===== src/sbc_mode_regs.svh =====
/*
  Constants for the operating-mode controller: mode-select encodings, field positions and timing figures.
  Assumes an includer that works at the 50 MHz system clock rate.
*/
`ifndef SBC_MODE_REGS_SVH
`define SBC_MODE_REGS_SVH

`define CLK_PERIOD_NS        20
`define RST_STRETCH_US       1000
`define NREQ_TIMEOUT_MS      150
`define VDD_LOW_SLEEP_MS     150
`define RST_STRETCH_CYC      ((`RST_STRETCH_US * 1000) / `CLK_PERIOD_NS)
`define NREQ_TIMEOUT_CYC     ((`NREQ_TIMEOUT_MS * 1000000) / `CLK_PERIOD_NS)
`define VDD_LOW_SLEEP_CYC    ((`VDD_LOW_SLEEP_MS * 1000000) / `CLK_PERIOD_NS)
`define CS_PERIOD_CYC        100000
`define CS_ON_CYC            50
`define MODE_SEL_NORMAL      2'h0
`define MODE_SEL_SLEEP       2'h1
`define MODE_SEL_STOP        2'h2
`define SW_LS_A_BIT          0
`define SW_LS_B_BIT          1
`define SW_HS_BIT            2

`endif


===== src/sbc_mode_pkg.sv =====
/*
  Types shared by the operating-mode controller.
  Assumes nothing beyond a SystemVerilog compiler.
*/
package sbc_mode_pkg;

  typedef enum logic [2:0] {
    MODE_RESET  = 3'h0,
    MODE_NREQ   = 3'h1,
    MODE_NORMAL = 3'h2,
    MODE_STOP   = 3'h3,
    MODE_SLEEP  = 3'h4
  } op_mode_t;

  typedef struct packed {
    logic [2:0] sw_on;
    logic [2:0] sw_pwm;
  } switch_cfg_t;

  typedef struct packed {
    logic wake_a;
    logic wake_b;
    logic bus;
    logic forced;
  } wake_src_t;

endpackage


===== src/sbc_mode_ctrl.sv =====
/*
  Operating-mode state machine of a system basis chip: reset stretch, normal request timeout,
  mode commands, wake-up handling with cyclic sense, and per-mode gating of switches, bus and inputs.
  Assumes all inputs are synchronous to i_clk_sys and that SPI decoding happens elsewhere: a mode
  command arrives as a one-cycle strobe with the two mode-select bits, and analog comparator
  flags arrive already filtered.
*/
// Behaviour
// - Power-up: reset low 1 ms, then normal request
// - Undervoltage, watchdog fail, sleep wake, timeout reset
// - Normal request follows reset and stop wake
// - Normal request: regulator on, reset high, rx-only
// - 150 ms window for timing and normal writes
// - Timeout in normal request returns to reset
// - Grounded watchdog pin skips normal request after reset
// - Mode-select bits choose the operating mode
// - Normal: full regulator, bus transmit and receive
// - Window watchdog only with external resistor
// - Normal mode raises supply and thermal interrupts
// - Sleep by command or long regulator low
// - Reset with regulator low, no supply low: sleep
// - Sleep: regulator off, only wake sources live
// - Cyclic sense: pulse high side, sample inputs
// - Cyclic sense wakes on sample change
// - Plain wake input level change wakes
// - Sleep wake goes to reset, reports source
// - Stop wake by a wake source asserts an interrupt; a chip-select rise does not
// - Muxed wake input loses digital and wake
// - Unmuxed wake input states readable
// - Switches by settings or follow pwm input
// - Stop only by command; wake to request
// - Reset held low 1 ms after source clears
// - Transmitter enabled only in normal mode
`timescale 1ns/1ps
`include "sbc_mode_regs.svh"

module sbc_mode_ctrl
  import sbc_mode_pkg::*;
#(
  parameter logic [31:0] RST_STRETCH_CYC   = `RST_STRETCH_CYC,
  parameter logic [31:0] NREQ_TIMEOUT_CYC  = `NREQ_TIMEOUT_CYC,
  parameter logic [31:0] VDD_LOW_SLEEP_CYC = `VDD_LOW_SLEEP_CYC,
  parameter logic [31:0] CS_PERIOD_CYC     = `CS_PERIOD_CYC,
  parameter logic [31:0] CS_ON_CYC         = `CS_ON_CYC,
  parameter logic [1:0]  MODE_SEL_SLEEP    = `MODE_SEL_SLEEP,
  parameter logic [1:0]  MODE_SEL_STOP     = `MODE_SEL_STOP
) (
  input  wire logic        i_clk_sys,
  input  wire logic        i_rst_n,
  input  wire logic        i_vdd_low,
  input  wire logic        i_supply_undervoltage_flag,
  input  wire logic        i_supply_overvoltage,
  input  wire logic        i_thermal_shutdown,
  input  wire logic        i_thermal_prewarn,
  input  wire logic        i_watchdog_fail,
  input  wire logic        i_watchdog_config_pin_gnd,
  input  wire logic        i_watchdog_config_pin_res,
  input  wire logic        i_ext_reset_n,
  input  wire logic        i_cs_rise,
  input  wire logic        i_mode_wr,
  input  wire logic [1:0]  i_mode_select_bits,
  input  wire logic        i_timing_wr,
  input  wire logic        i_cyclic_sense_en,
  input  wire logic        i_forced_wake,
  input  wire logic        i_bus_wake,
  input  wire switch_cfg_t i_sw_cfg,
  input  wire logic        i_pwm_input_pin,
  input  wire logic [1:0]  i_wake_mux_sel,
  input  wire logic        i_wake_input_a,
  input  wire logic        i_wake_input_b,
  input  wire logic        i_irq_ack,
  output logic             o_reset_n,
  output logic             o_reset_oe,
  output logic             o_reg_on,
  output logic             o_reg_full,
  output logic             o_lin_tx_en,
  output logic             o_lin_rx_en,
  output logic             o_low_side_switch_a,
  output logic             o_low_side_switch_b,
  output logic             o_high_side_switch,
  output logic             o_lp_osc_en,
  output logic             o_watchdog_en,
  output logic             o_irq_n,
  output logic [1:0]       o_wake_state,
  output wake_src_t        o_wake_src,
  output logic             o_battery_fail_flag,
  output op_mode_t         o_mode
);

  function automatic logic wake_change(input logic [1:0] a, input logic [1:0] b, input logic [1:0] en);
    wake_change = |((a ^ b) & en);
  endfunction

  op_mode_t    mode_q, mode_d;
  logic [31:0] cnt_q, cnt_d;
  logic [31:0] vlow_q, vlow_d;
  logic [31:0] cs_q, cs_d;
  logic        timing_ok_q, timing_ok_d;
  logic        irq_q, irq_d;
  logic        stop_irq_pend_q, stop_irq_pend_d;
  logic [1:0]  ref_q, ref_d;
  logic        cs_valid_q, cs_valid_d;
  wake_src_t   src_q, src_d;
  logic        bfail_q, bfail_d;
  logic        pwr_q, pwr_d;
  logic [1:0]  win;
  logic [1:0]  wen;
  logic        lowpwr;
  logic        cs_sample;
  logic        wake_inp;
  logic        wake_any;
  logic        reset_src;
  logic        sw_active;
  logic [2:0]  sw_lvl;

  // Inputs routed to the analog multiplexer are neither digital nor wake inputs.
  assign win       = {i_wake_input_b, i_wake_input_a};
  assign wen       = ~i_wake_mux_sel;
  assign lowpwr    = (mode_q == MODE_STOP) || (mode_q == MODE_SLEEP);
  assign cs_sample = i_cyclic_sense_en && (cs_q == CS_ON_CYC - 32'h1);
  assign wake_inp  = i_cyclic_sense_en ? (cs_sample && cs_valid_q && wake_change(win, ref_q, wen))
                                       : wake_change(win, ref_q, wen);
  assign wake_any  = lowpwr && (wake_inp || i_bus_wake || i_forced_wake);
  assign reset_src = i_vdd_low || i_watchdog_fail || !i_ext_reset_n;
  assign sw_active = (mode_q == MODE_NREQ) || (mode_q == MODE_NORMAL);

  always_comb begin
    mode_d          = mode_q;
    cnt_d           = cnt_q;
    timing_ok_d     = timing_ok_q;
    stop_irq_pend_d = 1'b0;
    src_d           = src_q;
    bfail_d         = bfail_q;
    pwr_d           = pwr_q;
    unique case (mode_q)
      MODE_RESET: begin
        // The stretch restarts while any source persists, so release is a full period after it clears.
        if (reset_src) begin
          cnt_d = 32'h0;
          // Just after a sleep wake the regulator is still rising, so only a long low counts then.
          if (i_vdd_low && !i_supply_undervoltage_flag && (!pwr_q || vlow_q >= VDD_LOW_SLEEP_CYC - 32'h1)) begin
            mode_d = MODE_SLEEP;
          end
        end else if (cnt_q >= RST_STRETCH_CYC - 32'h1) begin
          cnt_d       = 32'h0;
          timing_ok_d = 1'b0;
          pwr_d       = 1'b0;
          mode_d      = i_watchdog_config_pin_gnd ? MODE_NORMAL : MODE_NREQ;
        end else begin
          cnt_d = cnt_q + 32'h1;
        end
      end
      MODE_NREQ: begin
        if (i_timing_wr) begin
          timing_ok_d = 1'b1;
        end
        if (reset_src) begin
          cnt_d  = 32'h0;
          mode_d = MODE_RESET;
        end else if (i_mode_wr && i_mode_select_bits == `MODE_SEL_NORMAL && (timing_ok_q || i_timing_wr)) begin
          cnt_d  = 32'h0;
          mode_d = MODE_NORMAL;
        end else if (cnt_q >= NREQ_TIMEOUT_CYC - 32'h1) begin
          cnt_d  = 32'h0;
          mode_d = MODE_RESET;
        end else begin
          cnt_d = cnt_q + 32'h1;
        end
      end
      MODE_NORMAL: begin
        cnt_d = 32'h0;
        if (i_vdd_low && !i_supply_undervoltage_flag && vlow_q >= VDD_LOW_SLEEP_CYC - 32'h1) begin
          mode_d = MODE_SLEEP;
        end else if (reset_src) begin
          mode_d = MODE_RESET;
        end else if (i_mode_wr && i_mode_select_bits == MODE_SEL_SLEEP) begin
          mode_d = MODE_SLEEP;
        end else if (i_mode_wr && i_mode_select_bits == MODE_SEL_STOP) begin
          mode_d = MODE_STOP;
        end
        if (mode_d != MODE_NORMAL) begin
          src_d = '0;
        end
      end
      MODE_STOP: begin
        cnt_d = 32'h0;
        if (i_watchdog_fail || !i_ext_reset_n) begin
          mode_d = MODE_RESET;
        end else if (wake_any || i_cs_rise) begin
          mode_d          = MODE_NREQ;
          timing_ok_d     = 1'b0;
          stop_irq_pend_d = wake_any;
          src_d           = '{wake_a: wake_inp && ((win[0] ^ ref_q[0]) & wen[0]),
                              wake_b: wake_inp && ((win[1] ^ ref_q[1]) & wen[1]),
                              bus: i_bus_wake, forced: i_forced_wake};
        end
      end
      MODE_SLEEP: begin
        cnt_d = 32'h0;
        if (wake_any) begin
          mode_d  = MODE_RESET;
          pwr_d   = 1'b1;
          bfail_d = 1'b0;
          src_d   = '{wake_a: wake_inp && ((win[0] ^ ref_q[0]) & wen[0]),
                      wake_b: wake_inp && ((win[1] ^ ref_q[1]) & wen[1]),
                      bus: i_bus_wake, forced: i_forced_wake};
        end
      end
      default: begin
        mode_d = MODE_RESET;
        cnt_d  = 32'h0;
      end
    endcase
  end

  // Helper logic for the wake reference, cyclic-sense timebase and the long regulator-low timer.
  always_comb begin
    vlow_d     = ((mode_q == MODE_NORMAL || mode_q == MODE_RESET) && i_vdd_low && vlow_q != 32'hffffffff) ?
                 vlow_q + 32'h1 : 32'h0;
    cs_d       = 32'h0;
    cs_valid_d = cs_valid_q;
    ref_d      = ref_q;
    if (lowpwr && i_cyclic_sense_en) begin
      cs_d = (cs_q >= CS_PERIOD_CYC - 32'h1) ? 32'h0 : cs_q + 32'h1;
      if (cs_sample) begin
        ref_d      = win;
        cs_valid_d = 1'b1;
      end
    end else begin
      ref_d      = win;
      cs_valid_d = 1'b0;
    end
  end

  // Interrupt is held until acknowledged or reset goes low; a new event in the acknowledge cycle wins over the acknowledge, not over reset.
  always_comb begin
    irq_d = irq_q;
    if (i_irq_ack) begin
      irq_d = 1'b0;
    end
    if (mode_q == MODE_NORMAL && (i_supply_overvoltage || i_supply_undervoltage_flag ||
        i_thermal_shutdown || i_thermal_prewarn)) begin
      irq_d = 1'b1;
    end
    if (stop_irq_pend_q) begin
      irq_d = 1'b1;
    end
    if (!o_reset_n) begin
      irq_d = 1'b0;
    end
  end

  always_comb begin
    for (int i = 0; i < 3; i++) begin
      sw_lvl[i] = sw_active && (i_sw_cfg.sw_pwm[i] ? i_pwm_input_pin : i_sw_cfg.sw_on[i]);
    end
  end

  always_ff @(posedge i_clk_sys or negedge i_rst_n) begin
    if (!i_rst_n) begin
      mode_q          <= MODE_RESET;
      cnt_q           <= 32'h0;
      vlow_q          <= 32'h0;
      cs_q            <= 32'h0;
      timing_ok_q     <= 1'b0;
      irq_q           <= 1'b0;
      stop_irq_pend_q <= 1'b0;
      ref_q           <= 2'h0;
      cs_valid_q      <= 1'b0;
      src_q           <= '0;
      bfail_q         <= 1'b1;
      pwr_q           <= 1'b0;
      o_reset_n       <= 1'b0;
      o_reset_oe      <= 1'b1;
      o_reg_on        <= 1'b1;
      o_reg_full      <= 1'b1;
      o_lin_tx_en     <= 1'b0;
      o_lin_rx_en     <= 1'b0;
      o_low_side_switch_a <= 1'b0;
      o_low_side_switch_b <= 1'b0;
      o_high_side_switch  <= 1'b0;
      o_lp_osc_en     <= 1'b0;
      o_watchdog_en   <= 1'b0;
      o_irq_n         <= 1'b1;
      o_wake_state    <= 2'h0;
      o_wake_src      <= '0;
      o_battery_fail_flag <= 1'b1;
      o_mode          <= MODE_RESET;
    end else begin
      mode_q          <= mode_d;
      cnt_q           <= cnt_d;
      vlow_q          <= vlow_d;
      cs_q            <= cs_d;
      timing_ok_q     <= timing_ok_d;
      irq_q           <= irq_d;
      stop_irq_pend_q <= stop_irq_pend_d;
      ref_q           <= ref_d;
      cs_valid_q      <= cs_valid_d;
      src_q           <= src_d;
      bfail_q         <= bfail_d;
      pwr_q           <= pwr_d;
      o_reset_n       <= (mode_d != MODE_RESET) && (mode_d != MODE_SLEEP);
      o_reset_oe      <= (mode_d == MODE_RESET) || (mode_d == MODE_SLEEP);
      o_reg_on        <= (mode_d != MODE_SLEEP);
      o_reg_full      <= (mode_d != MODE_SLEEP) && (mode_d != MODE_STOP);
      o_lin_tx_en     <= (mode_d == MODE_NORMAL);
      o_lin_rx_en     <= (mode_d != MODE_RESET);
      o_low_side_switch_a <= sw_lvl[`SW_LS_A_BIT];
      o_low_side_switch_b <= sw_lvl[`SW_LS_B_BIT];
      o_high_side_switch  <= sw_lvl[`SW_HS_BIT] ||
                             (lowpwr && i_cyclic_sense_en && cs_d < CS_ON_CYC);
      o_lp_osc_en     <= (mode_d == MODE_SLEEP || mode_d == MODE_STOP) && i_cyclic_sense_en;
      o_watchdog_en   <= (mode_d == MODE_NORMAL) && i_watchdog_config_pin_res;
      o_irq_n         <= !irq_d;
      o_wake_state    <= win & wen;
      o_wake_src      <= src_d;
      o_battery_fail_flag <= bfail_d;
      o_mode          <= mode_d;
    end
  end

  AST_TX_ONLY_NORMAL: assert property (@(posedge i_clk_sys) disable iff (!i_rst_n)
    o_lin_tx_en |-> o_mode == MODE_NORMAL) else $error("transmitter on outside normal mode");
  AST_NREQ_RX_ONLY: assert property (@(posedge i_clk_sys) disable iff (!i_rst_n)
    o_mode == MODE_NREQ |-> o_reset_n && o_reg_on && !o_lin_tx_en) else $error("bad normal request outputs");
  AST_SLEEP_REG_OFF: assert property (@(posedge i_clk_sys) disable iff (!i_rst_n)
    o_mode == MODE_SLEEP |-> !o_reg_on) else $error("regulator on in sleep");
  AST_RESET_LOW: assert property (@(posedge i_clk_sys) disable iff (!i_rst_n)
    o_mode == MODE_RESET |-> !o_reset_n) else $error("reset line high in reset mode");
  AST_SLEEP_WAKE_RESET: assert property (@(posedge i_clk_sys) disable iff (!i_rst_n)
    mode_q == MODE_SLEEP && wake_any |=> mode_q == MODE_RESET && !bfail_q) else $error("sleep wake not to reset");
  AST_STOP_WAKE_IRQ: assert property (@(posedge i_clk_sys) disable iff (!i_rst_n)
    mode_q == MODE_STOP && wake_any && i_ext_reset_n && !i_watchdog_fail |-> ##2 !o_irq_n)
    else $error("no interrupt after stop wake");
  AST_STOP_WAKE_NREQ: assert property (@(posedge i_clk_sys) disable iff (!i_rst_n)
    mode_q == MODE_STOP && i_cs_rise && i_ext_reset_n && !i_watchdog_fail |=> mode_q == MODE_NREQ)
    else $error("stop wake not to normal request");
  AST_NREQ_TIMEOUT: assert property (@(posedge i_clk_sys) disable iff (!i_rst_n)
    mode_q == MODE_NREQ && cnt_q >= NREQ_TIMEOUT_CYC - 32'h1 && !i_mode_wr |=> mode_q == MODE_RESET)
    else $error("timeout did not return to reset");
  AST_WD_GND_SKIP: assert property (@(posedge i_clk_sys) disable iff (!i_rst_n)
    $past(mode_q) == MODE_RESET && mode_q != MODE_RESET && mode_q != MODE_SLEEP && i_watchdog_config_pin_gnd
    |-> mode_q == MODE_NORMAL) else $error("grounded watchdog pin did not skip request");
  AST_MUX_NO_DIGITAL: assert property (@(posedge i_clk_sys) disable iff (!i_rst_n)
    $past(i_wake_mux_sel[0]) |-> !o_wake_state[0]) else $error("muxed input still readable");

endmodule


===== config.mk =====
export PLATFORM = sky130hd
export DESIGN_NAME = sbc_mode_ctrl
export DESIGN_NICKNAME = d
export VERILOG_FILES = /design/src/sbc_mode_pkg.sv /design/src/sbc_mode_ctrl.sv
export VERILOG_INCLUDE_DIRS = /design/src
export SDC_FILE = /design/constraint.sdc
export NUM_CORES = 1
export LEC_CHECK = 0
export BUFFER_PORTS_ARGS = -buffer_cell sky130_fd_sc_hd__buf_2
export CORE_MARGIN = 3
export CORE_UTILIZATION = 45
export CTS_BUF_LIST = sky130_fd_sc_hd__clkbuf_4
export DETAILED_ROUTE_END_ITERATION = 7
export PLACE_DENSITY = 0.64
export SLEW_MARGIN = 5
export SYNTH_ARGS = -nofsm -noshare
export SYNTH_HDL_FRONTEND = slang
export SYNTH_SLANG_ARGS = --single-unit
export TNS_END_PERCENT = 10

===== constraint.sdc =====
create_clock -name i_clk_sys -period 2.3 [get_ports i_clk_sys]
set_input_delay 0.115 -clock i_clk_sys [delete_from_list [all_inputs] [get_ports i_clk_sys]]
set_output_delay 0.115 -clock i_clk_sys [all_outputs]
set_load 0.005 [all_outputs]

# Word level (Yosys, flattened, before mapping)
# Cells that the tools add are included.
[totals]
register_bits = 125
input_bits = 31
elab_cells = 177
[classes]
muxes = 53
n_eq_ne = 22
n_reduce_logical = 58
n_bitwise = 8
magnitude_cmp = 5
add_sub_neg = 3
[op_table]
columns = ["op", "n"]
rows = [
  ["32-bit 2-to-1 mux", 8],
  ["32-bit by 1-bit adder with 32-bit output, second input constant", 3],
  ["32-bit by 23-bit greater-or-equal comparator with 1-bit output, second input constant", 2],
  ["32-bit case mux with 2 select lines", 1],
  ["3-bit 2-to-1 mux", 14],
  ["32-bit by 6-bit equality test with 1-bit output, second input constant", 1],
  ["32-bit by 16-bit greater-or-equal comparator with 1-bit output, second input constant", 1],
  ["32-bit by 17-bit greater-or-equal comparator with 1-bit output, second input constant", 1],
  ["32-bit by 6-bit less-than comparator with 1-bit output, second input constant", 1],
  ["32-bit != test, second input constant", 1],
  ["1-bit logical AND", 25],
  ["1-bit 2-to-1 mux", 19],
  ["1-bit logical OR", 17],
  ["4-bit 2-to-1 mux", 4],
  ["3-bit case mux with 5 select lines", 1],
  ["2-bit != test, second input constant", 7],
  ["3-bit by 2-bit equality test with 1-bit output, second input constant", 4],
  ["4-bit case mux with 3 select lines", 1],
  ["3-bit nonzero test", 3],
  ["3-bit equality test, second input constant", 2],
  ["3-bit logical NOT", 2],
  ["2-bit 2-to-1 mux", 3],
  ["3-bit by 2-bit != test with 1-bit output, second input constant", 2],
  ["6-bit AND reduction", 1],
  ["19 further kinds", 25],
]

# Depth between registers and ports, before layout
[logic_depth]
depth_word = 15
mapped_depth = 10
ltp_nobuf = 9

# Worst setup path after synthesis
# No wires, ideal clock.
[synth_path]
kind = "register to register"
start = "reg cs_q[0]"
end = "reg cs_q[11]"
setup_ns = 0.072
stages_incl_launch_ff = 11
arrival_time_ns = 2.178
setup_slack_ns = 0.051
path_buffers = 2
t_required_ns = 2.228
cell_sequence = "dfrtp_1 ha_1 and3_4 a211o_1 a31oi_1 o21ai_0 a41o_1 or2_1 buf_6 buf_6 nor2_1"
[synth_between]
elab_chain_cells = 3
elab_cells_between_ends = 4
classes_between = "1 x add/sub; 1 x order compare; 2 x mux"
[synth_rtl]
columns = ["item", "line", "rtl"]
rows = [
  ["start: declaration", "sbc_mode_ctrl.sv:97", "logic [31:0] cs_q, cs_d;"],
  ["start signal: assignment", "sbc_mode_ctrl.sv:293", "cs_q <= cs_d;"],
  ["32-bit by 1-bit adder with 32-bit output / 32-bit by 17-bit greater-or-equal comparator with 1-bit output (equally long branches)", "sbc_mode_ctrl.sv:224", "cs_d = (cs_q >= CS_PERIOD_CYC - 32'h1) ? 32'h0 : cs_q + 32'h1;"],
  ["32-bit 2-to-1 mux *", "sbc_mode_ctrl.sv:224", ""],
  ["32-bit 2-to-1 mux *", "sbc_mode_ctrl.sv:223", "if (lowpwr && i_cyclic_sense_en) begin"],
  ["net cs_d[11]", "sbc_mode_ctrl.sv:97", ""],
]
# The timed path passes the listed nets; every way through them passes the cells marked *.
# A chain may end at the register's enable or synchronous reset.

# Worst setup path after layout
[layout_path]
start = "reg cs_q[12]"
end = "reg src_q[1] (netlist name)"
[layout_between]
elab_chain_cells = 11
elab_cells_between_ends = 12
classes_between = "3 x eq/ne; 1 x mux; 8 x reduce/logical"
[layout_rtl]
columns = ["item", "line", "rtl"]
rows = [
  ["32-bit by 6-bit equality test with 1-bit output *", "sbc_mode_ctrl.sv:120", "assign cs_sample = i_cyclic_sense_en && (cs_q == CS_ON_CYC - 32'h1);"],
  ["1-bit logical AND *", "sbc_mode_ctrl.sv:120", ""],
  ["1-bit logical AND * (2 in a row)", "sbc_mode_ctrl.sv:121", "assign wake_inp = i_cyclic_sense_en ? (cs_sample && cs_valid_q && wake_change(win, ref_q, wen))"],
  ["1-bit 2-to-1 mux *", "sbc_mode_ctrl.sv:121", ""],
  ["1-bit logical OR * (2 in a row)", "sbc_mode_ctrl.sv:123", "assign wake_any = lowpwr && (wake_inp || i_bus_wake || i_forced_wake);"],
  ["1-bit logical AND *", "sbc_mode_ctrl.sv:123", ""],
  ["1-bit logical OR", "sbc_mode_ctrl.sv:189", "end else if (wake_any || i_cs_rise) begin"],
  ["2-bit by 1-bit != test with 1-bit output (no line)", "n/a", ""],
  ["5-bit AND reduction (no line) *", "n/a", ""],
  ["end signal: assignment", "sbc_mode_ctrl.sv:299", "src_q <= src_d;"],
  ["end: declaration", "sbc_mode_ctrl.sv:103", "wake_src_t src_q, src_d;"],
]
# Mark *: on every way between the ends. The rest lies on a longest branch, timed or not.

==> metrics <==
Synth top area share=50.83%; Final Non-Filler Cells=905; worst-margin pin slew=0.6024 ns; Final setup viols=0; worst min path class=in2async; commonest non-fill, non-tap cells in the layout=dfrtp_1 (119), nor2_1 (102), buf_2 (51); critical path arrival=2.72 ns; initial antenna violation count=0; Post-Syn Instances=583; crit path launch type=flip-flop; final hold violations=0; FFs w/ async S/R, synth=100.0%; number of global-route vias before repair=4567; root buffer cell=clkbuf_4; crit end category=flip-flop; row count=41; Fillers=1121; share of cells above drive strength 1=22.10%; first-pass GRT wire length=21900 µm; pin count of the biggest net entering global routing=45; H-tree Lvls=4; Tcrit/Tclk final=99.83%; cell total after placement=845; Initial Utilization=46.44%; Crit path required time=2.73 ns; crit path kind=reg2reg; RR Startpoint=cs_q[12]; Max clock buf depth=2; dpl ws=-0.05812 ns; total global-route track usage=19.04%; Max-Cap Viols=0; Die H=120.6 µm; unrepaired setup endpoints after global routing=yes; routed vias/inst=5.104; sequential share of the synthesized area=53.05%; Post-Route Utilization=57.55%; final setup margin=0.003908 ns; Leak=3.193 nW; Power per Cell Area=630.8 nW/µm²; Worst Path Max Fanout=4; total CTS buffers=17; R2R Path End=src_q[1]; vias post-DR=4619; Final nets=755; gr ovfl total=0; clock tree from TritonCTS=yes; drt total wl=12940 µm; most common cell after layout, fill and taps aside=dfrtp_1; Worst Clk Skew=0.01565 ns; crit path from=cs_q[12]; clock sink count=125; min cycle time layout=2.296 ns; Final Max Tran Viols=0; DR WL/cell=14.30 µm; Mapped Area=5908 µm²; synth unique cells=69; hpwl dp=9156 µm; clock slew at reported path FFs=0.12 ns; flops & latches, synth=125; die area=14540 µm²; DR pass1 iterations=5; post-synth top area cell=dfrtp_1; end of the critical path=src_q[1]; Ys Warns=0; die width=120.6 µm; RD Place Congestion=0.8748; Antenna diodes=0; Peak Freq=0.4355 GHz; Clock Latency Late Sink=0.54 ns; r2r setup slk=0.004 ns; Post-Syn Area per Cell=10.13 µm²; I/O pins=53; R2R depth=7; VDD IR max=0.0003928 V; Initial DRC Count=309; post-route ant nets=0; DRC=0; top post-synthesis cells by area=dfrtp_1 (51%), nor2_1 (6.5%), xor2_1 (5.8%), xnor2_1 (4.0%), nand3_1 (3.0%); dominant synthesized flop cell=dfrtp_1; area grow syn2layout=23.93%; outcome=finished, final reports clean; Core ar.=12720 µm²; Rel. slew slack=59.84%; Post-synth EDFFs=0; port buffer count=52
==> cells in the mapped netlist, types with 3 or more instances <==
cell / instances
a31oi_1: 7
a211oi_1: 3
mux2_4: 4
nand2b_1: 8
buf_2: 3
mux2_2: 3
nor2_1: 103
and3_1: 11
xor2_1: 39
xnor2_1: 27
dfstp_2: 5
mux2i_1: 3
a21oi_1: 6
buf_6: 5
nor4_1: 21
inv_1: 18
nand3_1: 36
ha_1: 4
nor2b_1: 8
clkbuf_1: 10
o21ai_0: 11
nor3_1: 17
dfrtp_1: 120
nand4_1: 15
o21a_1: 3
o211ai_1: 3
nand2_1: 37
==> power by group <==
part	leakage, nW	internal, mW	switching (mW)	total, mW
Combinational	1.40	0.283	0.347	0.630
Clock	0.143	0.745	0.841	1.59
Sequential	1.65	2.33	0.0727	2.40
==> timing repair <==
item	CTS	global route
gates resized for setup	4	16
endpoints found under the setup margin	5	58
setup buffers	0	3
pin swaps	0	4
gates cloned	0	0
hold buffers	25	0
endpoints found under the hold margin	66	0
==> critical path: stages, from the launching register on <==
cell and delay [ns]:
dfrtp_1 0.44, nor4_2 0.38, nand4_1 0.23, o31ai_4 0.38, a211oi_4 0.13, o22ai_2 0.17
nand2_2 0.13, mux2_4 0.31
==> worst min-delay path by stage <==
stage	end	cells after the start	slack, ns	startpoint
6_report	vlow_q[23]	2	0.11	i_rst_n
5_1_grt	irq_q	5	0.09	i_thermal_prewarn
4_1_cts	irq_q	5	0.05	i_thermal_prewarn
3_5_place_dp	vlow_q[26]	1	0.17	i_rst_n
3_3_place_gp	vlow_q[26]	1	0.16	i_rst_n
2_1_floorplan	cnt_q[0]	0	-0.18	i_rst_n
==> state kept, by name, indices dropped and copies added (netlist names), 2 cells and up <==
signal        cells
vlow_q           32
cs_q             32
mode_q            3
src_q             4
ref_q             2
o_wake_state      2
cnt_q            32
==> final cells by class <==
type                    instances  area (µm²)  area share, %
well taps                     172       215.2          2.939
multi-input cells             444        2783          38.00
clock inverters                15       173.9          2.375
repair buffers                114       819.5          11.19
flip-flops and latches        125        3136          42.82
inverters                      18       67.56         0.9228
clock buffers                  17       127.6          1.743
==> metal layers <==
metal | part of all wire (%) | wire, µm | vias to the layer above | GRT usage, %
li1 | - | - | 2275 | -
met1 | 49 | 6296 | 2228 | 26.66
met2 | 45 | 5842 | 101 | 28.15
met3 | 4.8 | 617 | 15 | 5.192
met4 | 1.4 | 187 | 0 | 7.649
met5 | 0 | 0 | - | 0
==> cells by family (layout without fill, tap and decap cells) <==
logic type	Yosys count	after routing	share of synthesized area, %
flops	125	125	53.05
simple gates	282	282	23.78
compound gates	57	57	7.116
other cells	1	24	0.06347
buf+inv	37	164	3.070
fa+ha+maj	4	4	0.8471
xor+xnor	66	66	9.784
mux	11	11	2.287
==> stage by stage <==
step	hold slack, ns	TNS, ns	area [µm²]	total power [mW]
after CTS	0.04660	0	7219	4.677
after floorplan	-0.1806	0	5995	2.733
after global routing	0.08810	-0.6673	7322	4.860
after detailed placement	0.1717	-0.2105	6639	3.032
after global placement	0.1633	0	6639	3.016
final	0.1118	0	7322	4.619
(Power assumes the default switching activity.)
